===== src/pmx_pkg.sv =====
// Purpose: shared constants for the parallel bus master transfer engine
// Assumes: 250 MHz system clock, one byte lane on the external pins
// Notes:   phase and strobe counts are derived here, not in the modules
package pmx_pkg;

  // address multiplexing select encodings
  localparam logic [1:0] MUX_DEMUX   = 2'h0;
  localparam logic [1:0] MUX_PARTIAL = 2'h1;
  localparam logic [1:0] MUX_FULL    = 2'h2;

  // chip select configuration encodings
  localparam logic [1:0] CS_NONE = 2'h0;
  localparam logic [1:0] CS_ONE  = 2'h1;
  localparam logic [1:0] CS_TWO  = 2'h2;

  // clock and strobe timing
  localparam int CLK_PERIOD_NS = 4;
  localparam int STROBE_NS     = 12;
  // least time rounds up, never below one cycle
  localparam int STROBE_CYC_RAW =
    (STROBE_NS + CLK_PERIOD_NS - 1) / CLK_PERIOD_NS;
  localparam int STROBE_CYC = (STROBE_CYC_RAW < 1) ? 1 : STROBE_CYC_RAW;
  localparam logic [3:0] STROBE_LAST = 4'(STROBE_CYC - 1);

  // synchroniser depth for the data pins
  localparam int SYNC_STAGES = 2;

  // reset values
  localparam logic [15:0] DWIN_RST = 16'h0000;
  localparam logic [15:0] ADDR_RST = 16'h0000;
  localparam logic [7:0]  BYTE_RST = 8'h00;

  // transfer phases
  typedef enum logic [2:0] {
    ST_IDLE    = 3'b000,
    ST_ADDR_LO = 3'b001,
    ST_ADDR_HI = 3'b010,
    ST_SETUP   = 3'b011,
    ST_STROBE  = 3'b100
  } pmx_state_e;

endpackage


===== src/pmx_master.sv =====
// Purpose: master transfer engine of an 8-bit parallel bus port
// Assumes: config inputs come from same-clock register logic
// Notes:   every output is a flop; pins reflect the current phase
module pmx_master (
  // clock and reset
  input  wire logic        clk,
  input  wire logic        rst,
  // configuration
  input  wire logic        master_en,
  input  wire logic        intr_en,
  input  wire logic        ctrl_active_high,
  input  wire logic        wide_data_select,
  input  wire logic [1:0]  addr_mux_select,
  input  wire logic [1:0]  chip_select_config,
  input  wire logic [15:0] bus_addr,
  // data window access
  input  wire logic        dwin_rd_lo,
  input  wire logic        dwin_wr_lo,
  input  wire logic [15:0] dwin_wr_data,
  output logic      [15:0] data_window_reg,
  output logic             busy,
  output logic             irq,
  // external pins
  input  wire logic [7:0]  ext_data_in,
  output logic      [7:0]  ext_data_out,
  output logic             ext_data_oe,
  output logic      [7:0]  ext_addr_low_pins,
  output logic      [7:0]  ext_addr_high_pins,
  output logic             chip_sel1_pin,
  output logic             chip_sel2_pin,
  output logic             read_strobe_pin,
  output logic             write_strobe_pin,
  output logic             addr_latch_low_strobe,
  output logic             addr_latch_high_strobe
);

  pmx_pkg::pmx_state_e state_q, state_d;
  logic [3:0]  cnt_q, cnt_d;
  logic        hi_q, hi_d;
  logic        wr_q, wr_d;
  logic        wide_q, wide_d;
  logic        busy_q, busy_d;
  logic        irq_q, irq_d;
  logic [15:0] dwin_q, dwin_d;
  logic [15:0] addr_q, addr_d;
  logic [7:0]  rd_byte;
  logic        trig;
  logic        trig_wr;
  logic        byte_done;
  logic        last_d;
  logic [7:0]  hi_mask;
  pmx_pkg::pmx_state_e first_phase;

  // pin registers
  logic [7:0] dout_q, dout_d;
  logic       doe_q, doe_d;
  logic [7:0] alo_q, alo_d;
  logic [7:0] ahi_q, ahi_d;
  logic       cs1_q, cs1_d;
  logic       cs2_q, cs2_d;
  logic       rds_q, rds_d;
  logic       wrs_q, wrs_d;
  logic       all_q, all_d;
  logic       alh_q, alh_d;

  // data pins pass two flops before the capture logic reads them
  pmx_sync #(
    .WIDTH (8)
  ) u_sync (
    .clk  (clk),
    .rst  (rst),
    .din  (ext_data_in),
    .dout (rd_byte)
  );

  // trigger qualification; busy also blocks a second request
  always_comb begin
    trig    = master_en && !busy_q && (dwin_rd_lo || dwin_wr_lo);
    trig_wr = dwin_wr_lo; // a write wins if both arrive together
    first_phase = (addr_mux_select == pmx_pkg::MUX_DEMUX) ?
                  pmx_pkg::ST_SETUP : pmx_pkg::ST_ADDR_LO;
    byte_done = (state_q == pmx_pkg::ST_STROBE) &&
                (cnt_q == 4'h0);
  end

  // high address byte limited by chip select use; taken from the next
  // address so the first registered cycle of a transfer already shows it
  always_comb begin
    case (chip_select_config)
      pmx_pkg::CS_ONE: hi_mask = {1'b0, addr_d[14:8]};
      pmx_pkg::CS_TWO: hi_mask = {2'b00, addr_d[13:8]};
      default:         hi_mask = addr_d[15:8];
    endcase
  end

  // phase sequencing, data window and status
  always_comb begin
    state_d = state_q;
    cnt_d   = cnt_q;
    hi_d    = hi_q;
    wr_d    = wr_q;
    wide_d  = wide_q;
    dwin_d  = dwin_q;
    addr_d  = addr_q;
    irq_d   = 1'b0;
    case (state_q)
      pmx_pkg::ST_IDLE: begin
        if (trig) begin
          state_d = first_phase;
          hi_d    = 1'b0;
          wr_d    = trig_wr;
          wide_d  = wide_data_select;
          addr_d  = bus_addr;
          if (trig_wr) begin
            dwin_d = dwin_wr_data;
          end
        end
      end
      pmx_pkg::ST_ADDR_LO: begin
        state_d = (addr_mux_select == pmx_pkg::MUX_FULL) ?
                  pmx_pkg::ST_ADDR_HI : pmx_pkg::ST_SETUP;
      end
      pmx_pkg::ST_ADDR_HI: begin
        state_d = pmx_pkg::ST_SETUP;
      end
      pmx_pkg::ST_SETUP: begin
        state_d = pmx_pkg::ST_STROBE;
        cnt_d   = pmx_pkg::STROBE_LAST;
      end
      pmx_pkg::ST_STROBE: begin
        if (cnt_q != 4'h0) begin
          cnt_d = cnt_q - 4'h1;
        end else begin
          // capture at the strobe's last cycle, held by the external part
          if (!wr_q) begin
            if (hi_q) begin
              dwin_d[15:8] = rd_byte;
            end else begin
              dwin_d[7:0] = rd_byte;
            end
          end
          irq_d = intr_en;
          if (wide_q && !hi_q) begin
            hi_d    = 1'b1;
            state_d = first_phase;
          end else if (trig) begin
            // back to back: the final cycle shows no busy
            state_d = first_phase;
            hi_d    = 1'b0;
            wr_d    = trig_wr;
            wide_d  = wide_data_select;
            addr_d  = bus_addr;
            if (trig_wr) begin
              dwin_d = dwin_wr_data;
            end
          end else begin
            state_d = pmx_pkg::ST_IDLE;
          end
        end
      end
      default: begin
        state_d = pmx_pkg::ST_IDLE;
      end
    endcase
    // disabling master operation aborts any transfer at once
    if (!master_en) begin
      state_d = pmx_pkg::ST_IDLE;
      irq_d   = 1'b0;
      cnt_d   = 4'h0;
    end
    last_d = !wide_d || hi_d;
    busy_d = (state_d != pmx_pkg::ST_IDLE) &&
             !((state_d == pmx_pkg::ST_STROBE) && (cnt_d == 4'h0) &&
               last_d);
  end

  // pins follow the next phase so they are registered with it
  always_comb begin
    logic act;
    act   = (state_d != pmx_pkg::ST_IDLE);
    dout_d = pmx_pkg::BYTE_RST;
    doe_d  = 1'b0;
    alo_d  = pmx_pkg::BYTE_RST;
    ahi_d  = pmx_pkg::BYTE_RST;
    all_d  = 1'b0;
    alh_d  = 1'b0;
    case (state_d)
      pmx_pkg::ST_ADDR_LO: begin
        dout_d = addr_d[7:0];
        doe_d  = 1'b1;
        all_d  = 1'b1;
      end
      pmx_pkg::ST_ADDR_HI: begin
        dout_d = hi_mask;
        doe_d  = 1'b1;
        alh_d  = 1'b1;
      end
      pmx_pkg::ST_SETUP, pmx_pkg::ST_STROBE: begin
        dout_d = hi_d ? dwin_d[15:8] : dwin_d[7:0];
        doe_d  = wr_d;
      end
      default: begin
        doe_d = 1'b0;
      end
    endcase
    // address pins not used for multiplexing carry the address directly
    if (act && addr_mux_select == pmx_pkg::MUX_DEMUX) begin
      alo_d = addr_d[7:0];
    end
    if (act && addr_mux_select != pmx_pkg::MUX_FULL) begin
      ahi_d = hi_mask;
    end
    cs1_d = act && (chip_select_config != pmx_pkg::CS_NONE) && addr_d[14];
    cs2_d = act && (chip_select_config == pmx_pkg::CS_TWO) && addr_d[15];
    rds_d = (state_d == pmx_pkg::ST_STROBE) && !wr_d;
    wrs_d = (state_d == pmx_pkg::ST_STROBE) && wr_d;
    // polarity applied last so every control shares one setting
    if (!ctrl_active_high) begin
      cs1_d = !cs1_d;
      cs2_d = !cs2_d;
      rds_d = !rds_d;
      wrs_d = !wrs_d;
      all_d = !all_d;
      alh_d = !alh_d;
    end
  end

  // state and pin registers
  always_ff @(posedge clk or posedge rst) begin
    if (rst) begin
      state_q <= pmx_pkg::ST_IDLE;
      cnt_q   <= 4'h0;
      hi_q    <= 1'b0;
      wr_q    <= 1'b0;
      wide_q  <= 1'b0;
      busy_q  <= 1'b0;
      irq_q   <= 1'b0;
      dwin_q  <= pmx_pkg::DWIN_RST;
      addr_q  <= pmx_pkg::ADDR_RST;
      dout_q  <= pmx_pkg::BYTE_RST;
      doe_q   <= 1'b0;
      alo_q   <= pmx_pkg::BYTE_RST;
      ahi_q   <= pmx_pkg::BYTE_RST;
      cs1_q   <= 1'b0;
      cs2_q   <= 1'b0;
      rds_q   <= 1'b0;
      wrs_q   <= 1'b0;
      all_q   <= 1'b0;
      alh_q   <= 1'b0;
    end else begin
      state_q <= state_d;
      cnt_q   <= cnt_d;
      hi_q    <= hi_d;
      wr_q    <= wr_d;
      wide_q  <= wide_d;
      busy_q  <= busy_d;
      irq_q   <= irq_d;
      dwin_q  <= dwin_d;
      addr_q  <= addr_d;
      dout_q  <= dout_d;
      doe_q   <= doe_d;
      alo_q   <= alo_d;
      ahi_q   <= ahi_d;
      cs1_q   <= cs1_d;
      cs2_q   <= cs2_d;
      rds_q   <= rds_d;
      wrs_q   <= wrs_d;
      all_q   <= all_d;
      alh_q   <= alh_d;
    end
  end

  // outputs straight from flops
  assign data_window_reg        = dwin_q;
  assign busy                   = busy_q;
  assign irq                    = irq_q;
  assign ext_data_out           = dout_q;
  assign ext_data_oe            = doe_q;
  assign ext_addr_low_pins      = alo_q;
  assign ext_addr_high_pins     = ahi_q;
  assign chip_sel1_pin          = cs1_q;
  assign chip_sel2_pin          = cs2_q;
  assign read_strobe_pin        = rds_q;
  assign write_strobe_pin       = wrs_q;
  assign addr_latch_low_strobe  = all_q;
  assign addr_latch_high_strobe = alh_q;

  // assertion helpers: strobe levels independent of polarity
  logic rd_on;
  logic wr_on;
  assign rd_on = (rds_q == ctrl_active_high);
  assign wr_on = (wrs_q == ctrl_active_high);

  property p_rd_start;
    @(posedge clk) disable iff (rst)
    master_en && !busy_q && dwin_rd_lo && !dwin_wr_lo && master_en
    |=> master_en |-> (state_q != pmx_pkg::ST_IDLE) && !wr_q;
  endproperty
  a_rd_start: assert property (p_rd_start)
    else $error("read trigger did not start a bus read");

  property p_rd_capture;
    @(posedge clk) disable iff (rst)
    byte_done && !wr_q && !hi_q && master_en
    |=> dwin_q[7:0] == $past(rd_byte);
  endproperty
  a_rd_capture: assert property (p_rd_capture)
    else $error("read byte not captured into low byte");

  property p_wide_second;
    @(posedge clk) disable iff (rst)
    byte_done && wide_q && !hi_q && master_en
    |=> hi_q && (state_q != pmx_pkg::ST_IDLE);
  endproperty
  a_wide_second: assert property (p_wide_second)
    else $error("wide transfer skipped its second byte");

  property p_wr_data;
    @(posedge clk) disable iff (rst)
    (state_q == pmx_pkg::ST_STROBE) && wr_q
    |-> ext_data_oe && (ext_data_out == (hi_q ? dwin_q[15:8]
                                              : dwin_q[7:0]));
  endproperty
  a_wr_data: assert property (p_wr_data)
    else $error("write byte not on data pins during strobe");

  property p_wr_strobe;
    @(posedge clk) disable iff (rst)
    (state_q == pmx_pkg::ST_SETUP) && wr_q && master_en
    ##1 master_en[*3] |-> $past(wr_on, 2) && $past(wr_on) && wr_on;
  endproperty
  a_wr_strobe: assert property (p_wr_strobe)
    else $error("write strobe not held for three cycles");

  property p_busy_final;
    @(posedge clk) disable iff (rst)
    byte_done && (!wide_q || hi_q) |-> !busy_q;
  endproperty
  a_busy_final: assert property (p_busy_final)
    else $error("busy shown in the final cycle");

  property p_busy_mid;
    @(posedge clk) disable iff (rst)
    (state_q == pmx_pkg::ST_SETUP) |-> busy_q;
  endproperty
  a_busy_mid: assert property (p_busy_mid)
    else $error("busy low in the middle of a transfer");

  property p_no_busy_off;
    @(posedge clk) disable iff (rst)
    !master_en |=> !busy_q && (state_q == pmx_pkg::ST_IDLE);
  endproperty
  a_no_busy_off: assert property (p_no_busy_off)
    else $error("busy while master operation disabled");

  property p_ignore_busy;
    @(posedge clk) disable iff (rst)
    busy_q && wr_q && dwin_wr_lo |=> $stable(dwin_q) && $stable(addr_q);
  endproperty
  a_ignore_busy: assert property (p_ignore_busy)
    else $error("trigger taken while busy");

  property p_irq;
    @(posedge clk) disable iff (rst)
    byte_done && intr_en && master_en |=> irq_q;
  endproperty
  a_irq: assert property (p_irq)
    else $error("no interrupt after a completed bus cycle");

  property p_mux_lo;
    @(posedge clk) disable iff (rst)
    (state_q == pmx_pkg::ST_ADDR_LO) |->
      ext_data_oe && (ext_data_out == addr_q[7:0]) &&
      (addr_latch_low_strobe == ctrl_active_high);
  endproperty
  a_mux_lo: assert property (p_mux_lo)
    else $error("low address byte or latch missing");

  property p_mux_hi;
    @(posedge clk) disable iff (rst)
    (state_q == pmx_pkg::ST_ADDR_HI) |->
      (ext_data_out == hi_mask) &&
      (addr_latch_high_strobe == ctrl_active_high);
  endproperty
  a_mux_hi: assert property (p_mux_hi)
    else $error("high address byte wrongly masked or unlatched");

endmodule


===== src/pmx_sync.sv =====
// Purpose: two flip-flop synchroniser for the external data pins
// Assumes: pins are quasi-static while the read strobe is held
// Notes:   only the last stage may be read by other logic
module pmx_sync #(
  parameter int WIDTH = 8
) (
  // clock and reset
  input  wire logic             clk,
  input  wire logic             rst,
  // asynchronous input and synchronised output
  input  wire logic [WIDTH-1:0] din,
  output logic      [WIDTH-1:0] dout
);

  logic [WIDTH-1:0] meta_q;
  logic [WIDTH-1:0] meta_d;
  logic [WIDTH-1:0] sync_q;
  logic [WIDTH-1:0] sync_d;

  // first stage feeds the second stage only
  always_comb begin
    meta_d = din;
    sync_d = meta_q;
  end

  always_ff @(posedge clk or posedge rst) begin
    if (rst) begin
      meta_q <= '0;
      sync_q <= '0;
    end else begin
      meta_q <= meta_d;
      sync_q <= sync_d;
    end
  end

  assign dout = sync_q;

endmodule


===== config.mk =====
export PLATFORM = sky130hd
export DESIGN_NAME = pmx_master
export DESIGN_NICKNAME = d
export VERILOG_FILES = /design/src/pmx_pkg.sv /design/src/pmx_master.sv /design/src/pmx_sync.sv
export SDC_FILE = /design/constraint.sdc
export NUM_CORES = 1
export LEC_CHECK = 0
export BUFFER_PORTS_ARGS = -buffer_cell sky130_fd_sc_hd__buf_2
export CORE_MARGIN = 1.5
export CORE_UTILIZATION = 53
export CTS_CLUSTER_DIAMETER = 150
export DETAILED_ROUTE_END_ITERATION = 7
export PLACE_DENSITY = 0.79
export SLEW_MARGIN = 20
export SYNTH_ARGS = -nofsm -noshare
export SYNTH_HDL_FRONTEND = slang
export SYNTH_SLANG_ARGS = --single-unit

===== constraint.sdc =====
create_clock -name clk -period 3.7 [get_ports clk]
set_clock_uncertainty 0.05 [all_clocks]
set_input_delay 0.37 -clock clk [delete_from_list [all_inputs] [get_ports clk]]
set_output_delay 0.37 -clock clk [all_outputs]
set_load 0.05 [all_outputs]

==> flow_metrics.env, run 1 <==
export IMPL_max_freq_mhz=345
export IMPL_clockBufferDepth=2
export IMPL_core_area_um2=7730
export IMPL_synth_area_mux_share_pct=6.02
export IMPL_start_kind="register"
export IMPL_final_cells=568
export IMPL_cts_root_buf="clkbuf_8"
export IMPL_clock_sinks=91
export IMPL_swShare_pct=46.7
export IMPL_worst_pin_slew_ns=0.826
export IMPL_cts_setup_buffers=0
export IMPL_post_place_ws_ns=0.833
export IMPL_die_h_um=92.2
export IMPL_synthSimpleGateAreaFrac_pct=13.4
export IMPL_numCtsBuffers=9
export IMPL_report_final_hold_viol_count=0
export IMPL_vias_per_cell=6.05
export IMPL_std_cell_rows=32
export IMPL_synth_edff_count=0
export IMPL_synth_area_um2=4220
export IMPL_vias=3437
export IMPL_final_common_cell="buf_2"
export IMPL_drc_errors=0
export IMPL_antenna_found_initial=0
export IMPL_track_usage_pct=26.2
export IMPL_place_congestion=0.912
export IMPL_synth_compound_area_share_pct=19.0
export IMPL_port_buffers=100
export IMPL_p_leak_uw=0.00236
export IMPL_p_int_uw=2210
export IMPL_grt_max_degree=44
export IMPL_grt_pass1_vias=3325
export IMPL_synth_top_family_by_area="compound AO/OA/AOI/OAI gates"
export IMPL_final_cell_mix="buf_2, dfrtp_1, nor2_1"
export IMPL_clk_latency_ns=0.37
export IMPL_async_flop_share_pct=100
export IMPL_grt_remaining_overflow=0
export IMPL_setup_ws_ns=0.797
export IMPL_postRouteAntennaNets=0
export IMPL_power_net_switching_uw=1940
export IMPL_clkTransAtPathRegs_ns=0.10
export IMPL_min_period_ns=2.90
export IMPL_holdCritPathClass="in -> reg"
export IMPL_wl_per_cell_um=18.3
export IMPL_ys_warnings_count=0
export IMPL_ys_ff_latch=91
export IMPL_drt_first_pass_iters=5
export IMPL_drv_cap=0
export IMPL_critPathKind="reg -> reg"
export IMPL_nets=517
export IMPL_htreeDepth=3
export IMPL_ys_types=66
export IMPL_ys_seq_area_share_pct=53.9
export IMPL_syn_inst=362
export IMPL_dr_first_iter_drc_count=218
export IMPL_drt_wl_total_um=10400
export IMPL_die_area_um2=8510
export IMPL_syn_to_final_growth_pct=18.3
export IMPL_grt_pass1_wl_um=16900
export IMPL_ir_worst_vdd_uv=545
export IMPL_p_total_uw=4150
export IMPL_reg2reg_slack_ns=0.80
export IMPL_crit_required_ns=3.89
export IMPL_fin_setup_tns_ns=0
export IMPL_clkPwrFrac_pct=17.4
export IMPL_drive_above_1_share_pct=33.7
export IMPL_pwr_share_seq_pct=35.0
export IMPL_dpl_cell_count=551
export IMPL_start_util_pct=54.6
export IMPL_maxSlewHeadroom_pct=44.8
export IMPL_cts_tree="built"
export IMPL_ys_flop_type="dfrtp_1"
export IMPL_slew_viol_final=0
export IMPL_comb_power_share_pct=47.6
export IMPL_ios=101
export IMPL_path_max_fanout=12
export IMPL_synthXorXnorAreaFrac_pct=1.87
export IMPL_avgSynthCellArea_um2=11.7
export IMPL_setup_viol=0
export IMPL_power_per_cell_area_nw_per_um2=830
export IMPL_status="completed"
export IMPL_crit_arrival_ns=3.09
export IMPL_dp_hpwl_um=7610
export IMPL_fin_crit_sh_pct=78.5
export IMPL_n_antenna_cell=0
export IMPL_synth_nets=418
export IMPL_dieWidth_um=92.2
export IMPL_synthAdderAreaFrac_pct=1.19
export IMPL_grt_setup_unrepaired="no"
export IMPL_endpoint_kind="register"
[Yosys cell counts, drive strengths merged (4+ instances only)]
cell type,instances,area [um2]
nor3,6,35.0
dfrtp,91,2280
nand2,11,48.8
nand3,13,70.1
nor3b,4,40.0
a2bb2oi,4,35.0
and3,8,50.1
o21ai,19,106
xor2,5,43.8
or3,4,25.0
nor2,25,109
or2,4,25.0
mux2i,13,130
mux2,10,124
a21oi,6,33.8
ha,4,50.1
buf,14,106
o211ai,6,45.0
a211oi,10,87.6
nor2b,8,50.1
o22ai,7,57.6
o2111a,4,45.0
xnor2,4,35.0
o221ai,7,61.3
o221a,8,90.1
inv,20,75.1
[routing by layer]
metal | GRT usage (%) | wire (um) | vias to the layer above
met5 | 0 | 0 | -
met4 | 11.5 | 255 | 0
met3 | 5.22 | 690 | 24
met2 | 40.1 | 4970 | 181
met1 | 36.4 | 4460 | 1691
li1 | - | - | 1541
[area by class of cell]
type,instances,area [um2]
inverters,20,76.3
fillers,605,2730
repair buffers,105,541
clock buffers,9,124
multi-input cells,234,1750
well taps,102,128
flip-flops and latches,91,2280
clock inverters,7,97.6
[power by group through the flow]
stage	clock [uW]	sequential [uW]	combinational [uW]
floorplan	0	1980	964
CTS	729	1450	1970
global placement	0	1460	1930
detailed placement	0	1460	1960
global route	777	1480	2120
finish	721	1450	1970
[stage by stage]
| stage | hold WS (ns) | cell area, um2 | utilization (%) |
|---|---|---|---|
| finish | 0.0501 | 4990 | 64.6 |
| global route | 0.0382 | 4990 | 64.6 |
| CTS | 0.0483 | 4990 | 64.6 |
| detailed placement | 0.269 | 4760 | 61.6 |
| global placement | 0.266 | 4760 | 61.6 |
| floorplan | 0.281 | 4220 | - |
[repair_timing]
action | CTS | global route
endpoints found under the hold margin | 16 | 0
resized for setup | 0 | 0
hold buffers | 1 | 0
[worst paths after layout]
path,startpoint,depth (start not counted),endpoint
hold reg to reg,u_sync.meta_q[2],0,u_sync.dout[2]
min in group asynchronous,rst,3,addr_q[0]
max in group asynchronous,rst,4,state_q[0]
setup reg to reg,cnt_q[0],8,ext_data_out[5]
setup / recovery,cnt_q[0],8,ext_data_out[5]
hold / removal,ext_data_in[6],1,u_sync.meta_q[6]
[cell families after synthesis]
family,count (synthesis)
simple gates,98
flops,91
mux,23
buf+inv,37
compound gates,100
xor+xnor,9
fa+ha+maj,4
[worst max-delay path: stages, from the launching register on]
cell       delay [ns]
dfrtp_1          0.41
inv_1            0.07
ha_1             0.26
or3b_1           0.60
nor2_4           0.26
a22o_1           0.56
o2111ai_1        0.23
o31ai_1          0.17
o221ai_1         0.16
Note: power is estimated with default switching activity, not from simulation.
==> run 2: changes to the inputs <==
--- a/config.mk
+++ b/config.mk
@@ -5,12 +5,13 @@
 export SDC_FILE = /design/constraint.sdc
 export NUM_CORES = 1
 export LEC_CHECK = 0
+export ABC_AREA = 1
 export BUFFER_PORTS_ARGS = -buffer_cell sky130_fd_sc_hd__buf_2
 export CORE_MARGIN = 1.5
-export CORE_UTILIZATION = 53
+export CORE_UTILIZATION = 49
 export CTS_CLUSTER_DIAMETER = 150
 export DETAILED_ROUTE_END_ITERATION = 7
-export PLACE_DENSITY = 0.79
+export PLACE_DENSITY = 0.76
 export SLEW_MARGIN = 20
 export SYNTH_ARGS = -nofsm -noshare
 export SYNTH_HDL_FRONTEND = slang
==> constraint.sdc (replaced) <==
create_clock -name clk -period 2.4 [get_ports clk]
set_clock_uncertainty 0.05 [all_clocks]
set_input_delay 0.24 -clock clk [delete_from_list [all_inputs] [get_ports clk]]
set_output_delay 0.24 -clock clk [all_outputs]
set_load 0.05 [all_outputs]
==> run 2 against run 1 <==
  * Sequential power up 54%
  * Core utilization decreased by 4.1 points
  * Register-to-register slack got worse by 0.61 ns
  * Combinational power grew 82%
  * Synthesized cell count grew 64%
  * Area after synthesis up 10%
  * Worst setup slack lost 0.61 ns
  * Final area is 12% higher
  * Final cell count increased by 48%
  * Critical path type unchanged
  * Largest cell class unchanged
==> flow_metrics.env, run 2 <==
export IMPL_wl_per_cell_um=14.7
export IMPL_power_per_cell_area_nw_per_um2=1220
export IMPL_met3_usage_pct=5.89
export IMPL_synth_top_area_share_pct=48.8
export IMPL_cts_root_buf="clkbuf_8"
export IMPL_grtUsageMet1_pct=33.7
export IMPL_synth_top_cell_by_area="dfrtp_1"
export IMPL_n_antenna_cell=0
export IMPL_final_common_cell="nand2_1"
export IMPL_synth_area_um2=4660
export IMPL_p_leak_uw=0.00311
export IMPL_crit_family="simple AND/OR/NAND/NOR gates"
export IMPL_ys_top_cells_by_count="nand2_1, dfrtp_1, inv_1"
export IMPL_reg2reg_slack_ns=0.19
export IMPL_cp_slowest_cell="dfrtp_1"
export IMPL_drt_first_pass_iters=8
export IMPL_cts_tree="built"
export IMPL_met2_usage_pct=42.7
export IMPL_vias_per_cell=5.16
export IMPL_holdPathStages=3
export IMPL_htreeDepth=3
export IMPL_yosysMostFrequentCell="nand2_1"
export IMPL_post_place_ws_ns=0.247
export IMPL_r2r_cells=10
export IMPL_report_final_hold_viol_count=0
export IMPL_path_buf_inv=2
export IMPL_vias=4353
export IMPL_setup_ws_ns=0.189
export IMPL_clk_latency_ns=0.38
export IMPL_synth_edff_count=0
export IMPL_r2r_end="ext_data_out[5]"
export IMPL_die_area_um2=10100
export IMPL_port_buffers=100
export IMPL_min_period_ns=2.21
export IMPL_n_fill_cell=857
export IMPL_grt_remaining_overflow=0
export IMPL_r2r_start="hi_q"
export IMPL_fin_crit_sh_pct=92.1
export IMPL_setup_viol=0
export IMPL_path_max_fanout=26
export IMPL_track_usage_pct=25.9
export IMPL_dieWidth_um=101
export IMPL_postRouteAntennaNets=0
export IMPL_worstHoldEndpoint="addr_q[7]"
export IMPL_synth_area_top_cells="dfrtp_1, nand2_1, nand3_1"
export IMPL_cts_resized=0
export IMPL_busiest_layer="met2"
export IMPL_synth_nets=649
export IMPL_ios=101
export IMPL_drive_above_1_share_pct=24.9
export IMPL_cts_setup_buffers=0
export IMPL_max_freq_mhz=452
export IMPL_holdCritPathClass="in -> reg"
export IMPL_place_congestion=0.933
export IMPL_drv_cap=0
export IMPL_dr_first_iter_drc_count=219
export IMPL_start_kind="register"
export IMPL_fin_setup_tns_ns=0
export IMPL_clkTransAtPathRegs_ns=0.11
export IMPL_crit_path_cell_trace="inv_2 -> nand2_2 -> nand3_2 -> nand2_4 -> nand2_4 -> nand2_2 -> inv_2 -> nand3_1 -> nand3_1 -> nand2_1"
export IMPL_endpoint_kind="register"
export IMPL_clock_sinks=91
export IMPL_drt_wl_total_um=12400
export IMPL_ys_types=32
export IMPL_async_flop_share_pct=100
export IMPL_maxSlewHeadroom_pct=60.6
export IMPL_grt_pass1_vias=4271
export IMPL_dp_hpwl_um=9390
export IMPL_ys_seq_area_share_pct=48.8
export IMPL_syn_to_final_growth_pct=19.9
export IMPL_drc_errors=0
export IMPL_grt_setup_unrepaired="no"
export IMPL_avgSynthCellArea_um2=7.86
export IMPL_hold_start="bus_addr[7]"
export IMPL_ys_flop_type="dfrtp_1"
export IMPL_critPathKind="reg -> reg"
export IMPL_nets=765
export IMPL_ys_ff_latch=91
export IMPL_crit_arrival_ns=2.43
export IMPL_numCtsBuffers=9
export IMPL_crit_required_ns=2.62
export IMPL_grt_pass1_wl_um=20100
export IMPL_worst_pin_slew_ns=0.589
export IMPL_grt_max_degree=44
export IMPL_antenna_found_initial=0
export IMPL_slew_viol_final=0
export IMPL_start_util_pct=50.5
export IMPL_ys_warnings_count=0
export IMPL_core_area_um2=9240
export IMPL_ir_worst_vdd_uv=553
export IMPL_worst_path_largest_cell_delay_ns=0.47
export IMPL_die_h_um=101
export IMPL_syn_inst=593
export IMPL_status="completed"
export IMPL_clockBufferDepth=2
export IMPL_std_cell_rows=35
export IMPL_final_cell_mix="nand2_1, buf_2, dfrtp_1"
## run 2: how the worst max path moves through the flow
stage / depth (start not counted) / end / slack, ns / start
2_1_floorplan: 9 / ext_addr_high_pins[0] / 0.59 / busy
4_1_cts: 10 / ext_data_out[5] / 0.24 / hi_q
3_5_place_dp: 10 / ext_data_out[5] / 0.25 / hi_q
3_3_place_gp: 10 / ext_data_out[5] / 0.30 / hi_q
5_1_grt: 10 / ext_data_out[5] / 0.01 / hi_q
6_report: 10 / ext_data_out[5] / 0.19 / hi_q
## run 2: metrics by stage
stage | power (uW) | instances | instance area (um2) | util, % | hold slack, ns
4_1_cts | 6830 | 843 | 5590 | 60.5 | 0.0520
3_5_place_dp | 5800 | 818 | 5310 | 57.5 | 0.171
6_report | 6840 | 843 | 5590 | 60.5 | 0.0564
5_1_grt | 7310 | 843 | 5590 | 60.5 | 0.0473
3_3_place_gp | 5700 | 818 | 5310 | 57.5 | 0.164
2_1_floorplan | 4880 | 593 | 4670 | - | 0.221
## run 2: timing repair
action / 4_1_cts / 5_1_grt
hold buffers: 9 / 0
endpoints found under the setup margin: 0 / 0
endpoints found under the hold margin: 21 / 0
## run 2: cell type report
class / instances / area [um2] / area share [%]
Clock buffer: 9 / 124 / 2.22
Clock inverter: 7 / 66.3 / 1.19
Inverter: 93 / 355 / 6.35
Multi-Input combinational cell: 397 / 1960 / 35.0
Sequential cell: 91 / 2280 / 40.7
Tap cell: 129 / 161 / 2.89
Timing Repair Buffer: 117 / 651 / 11.6
## run 2: tightest hold or removal path: stages
cell and delay [ns]:
buf_2 0.10, inv_1 0.06, o21ai_2 0.07
## run 2: power by group
group	leakage, uW	internal [uW]	switching (uW)
Sequential	0.00113	1970	267
Clock	0.0000918	403	616
Combinational	0.00188	911	2670
Total	0.00311	3280	3560
## run 2: logic make-up (layout without fill, tap and decap cells)
logic type               Yosys count  in the layout  share of synthesized area, %
flip-flops                        91             91                          48.8
adder cells (fa/ha/maj)            4              4                          1.07
buffers and inverters            105            226                          9.20
AO/OA/AOI/OAI                     50             50                          6.60
AND/OR/NAND/NOR                  339            339                          33.5
XOR/XNOR                           4              4                         0.751
## run 2: metal layers
metal / share of wire (%) / routed length (um)
met1: 42 / 5190
met2: 49 / 6080
met3: 7.1 / 883
met4: 2.2 / 275
met5: 0 / 0
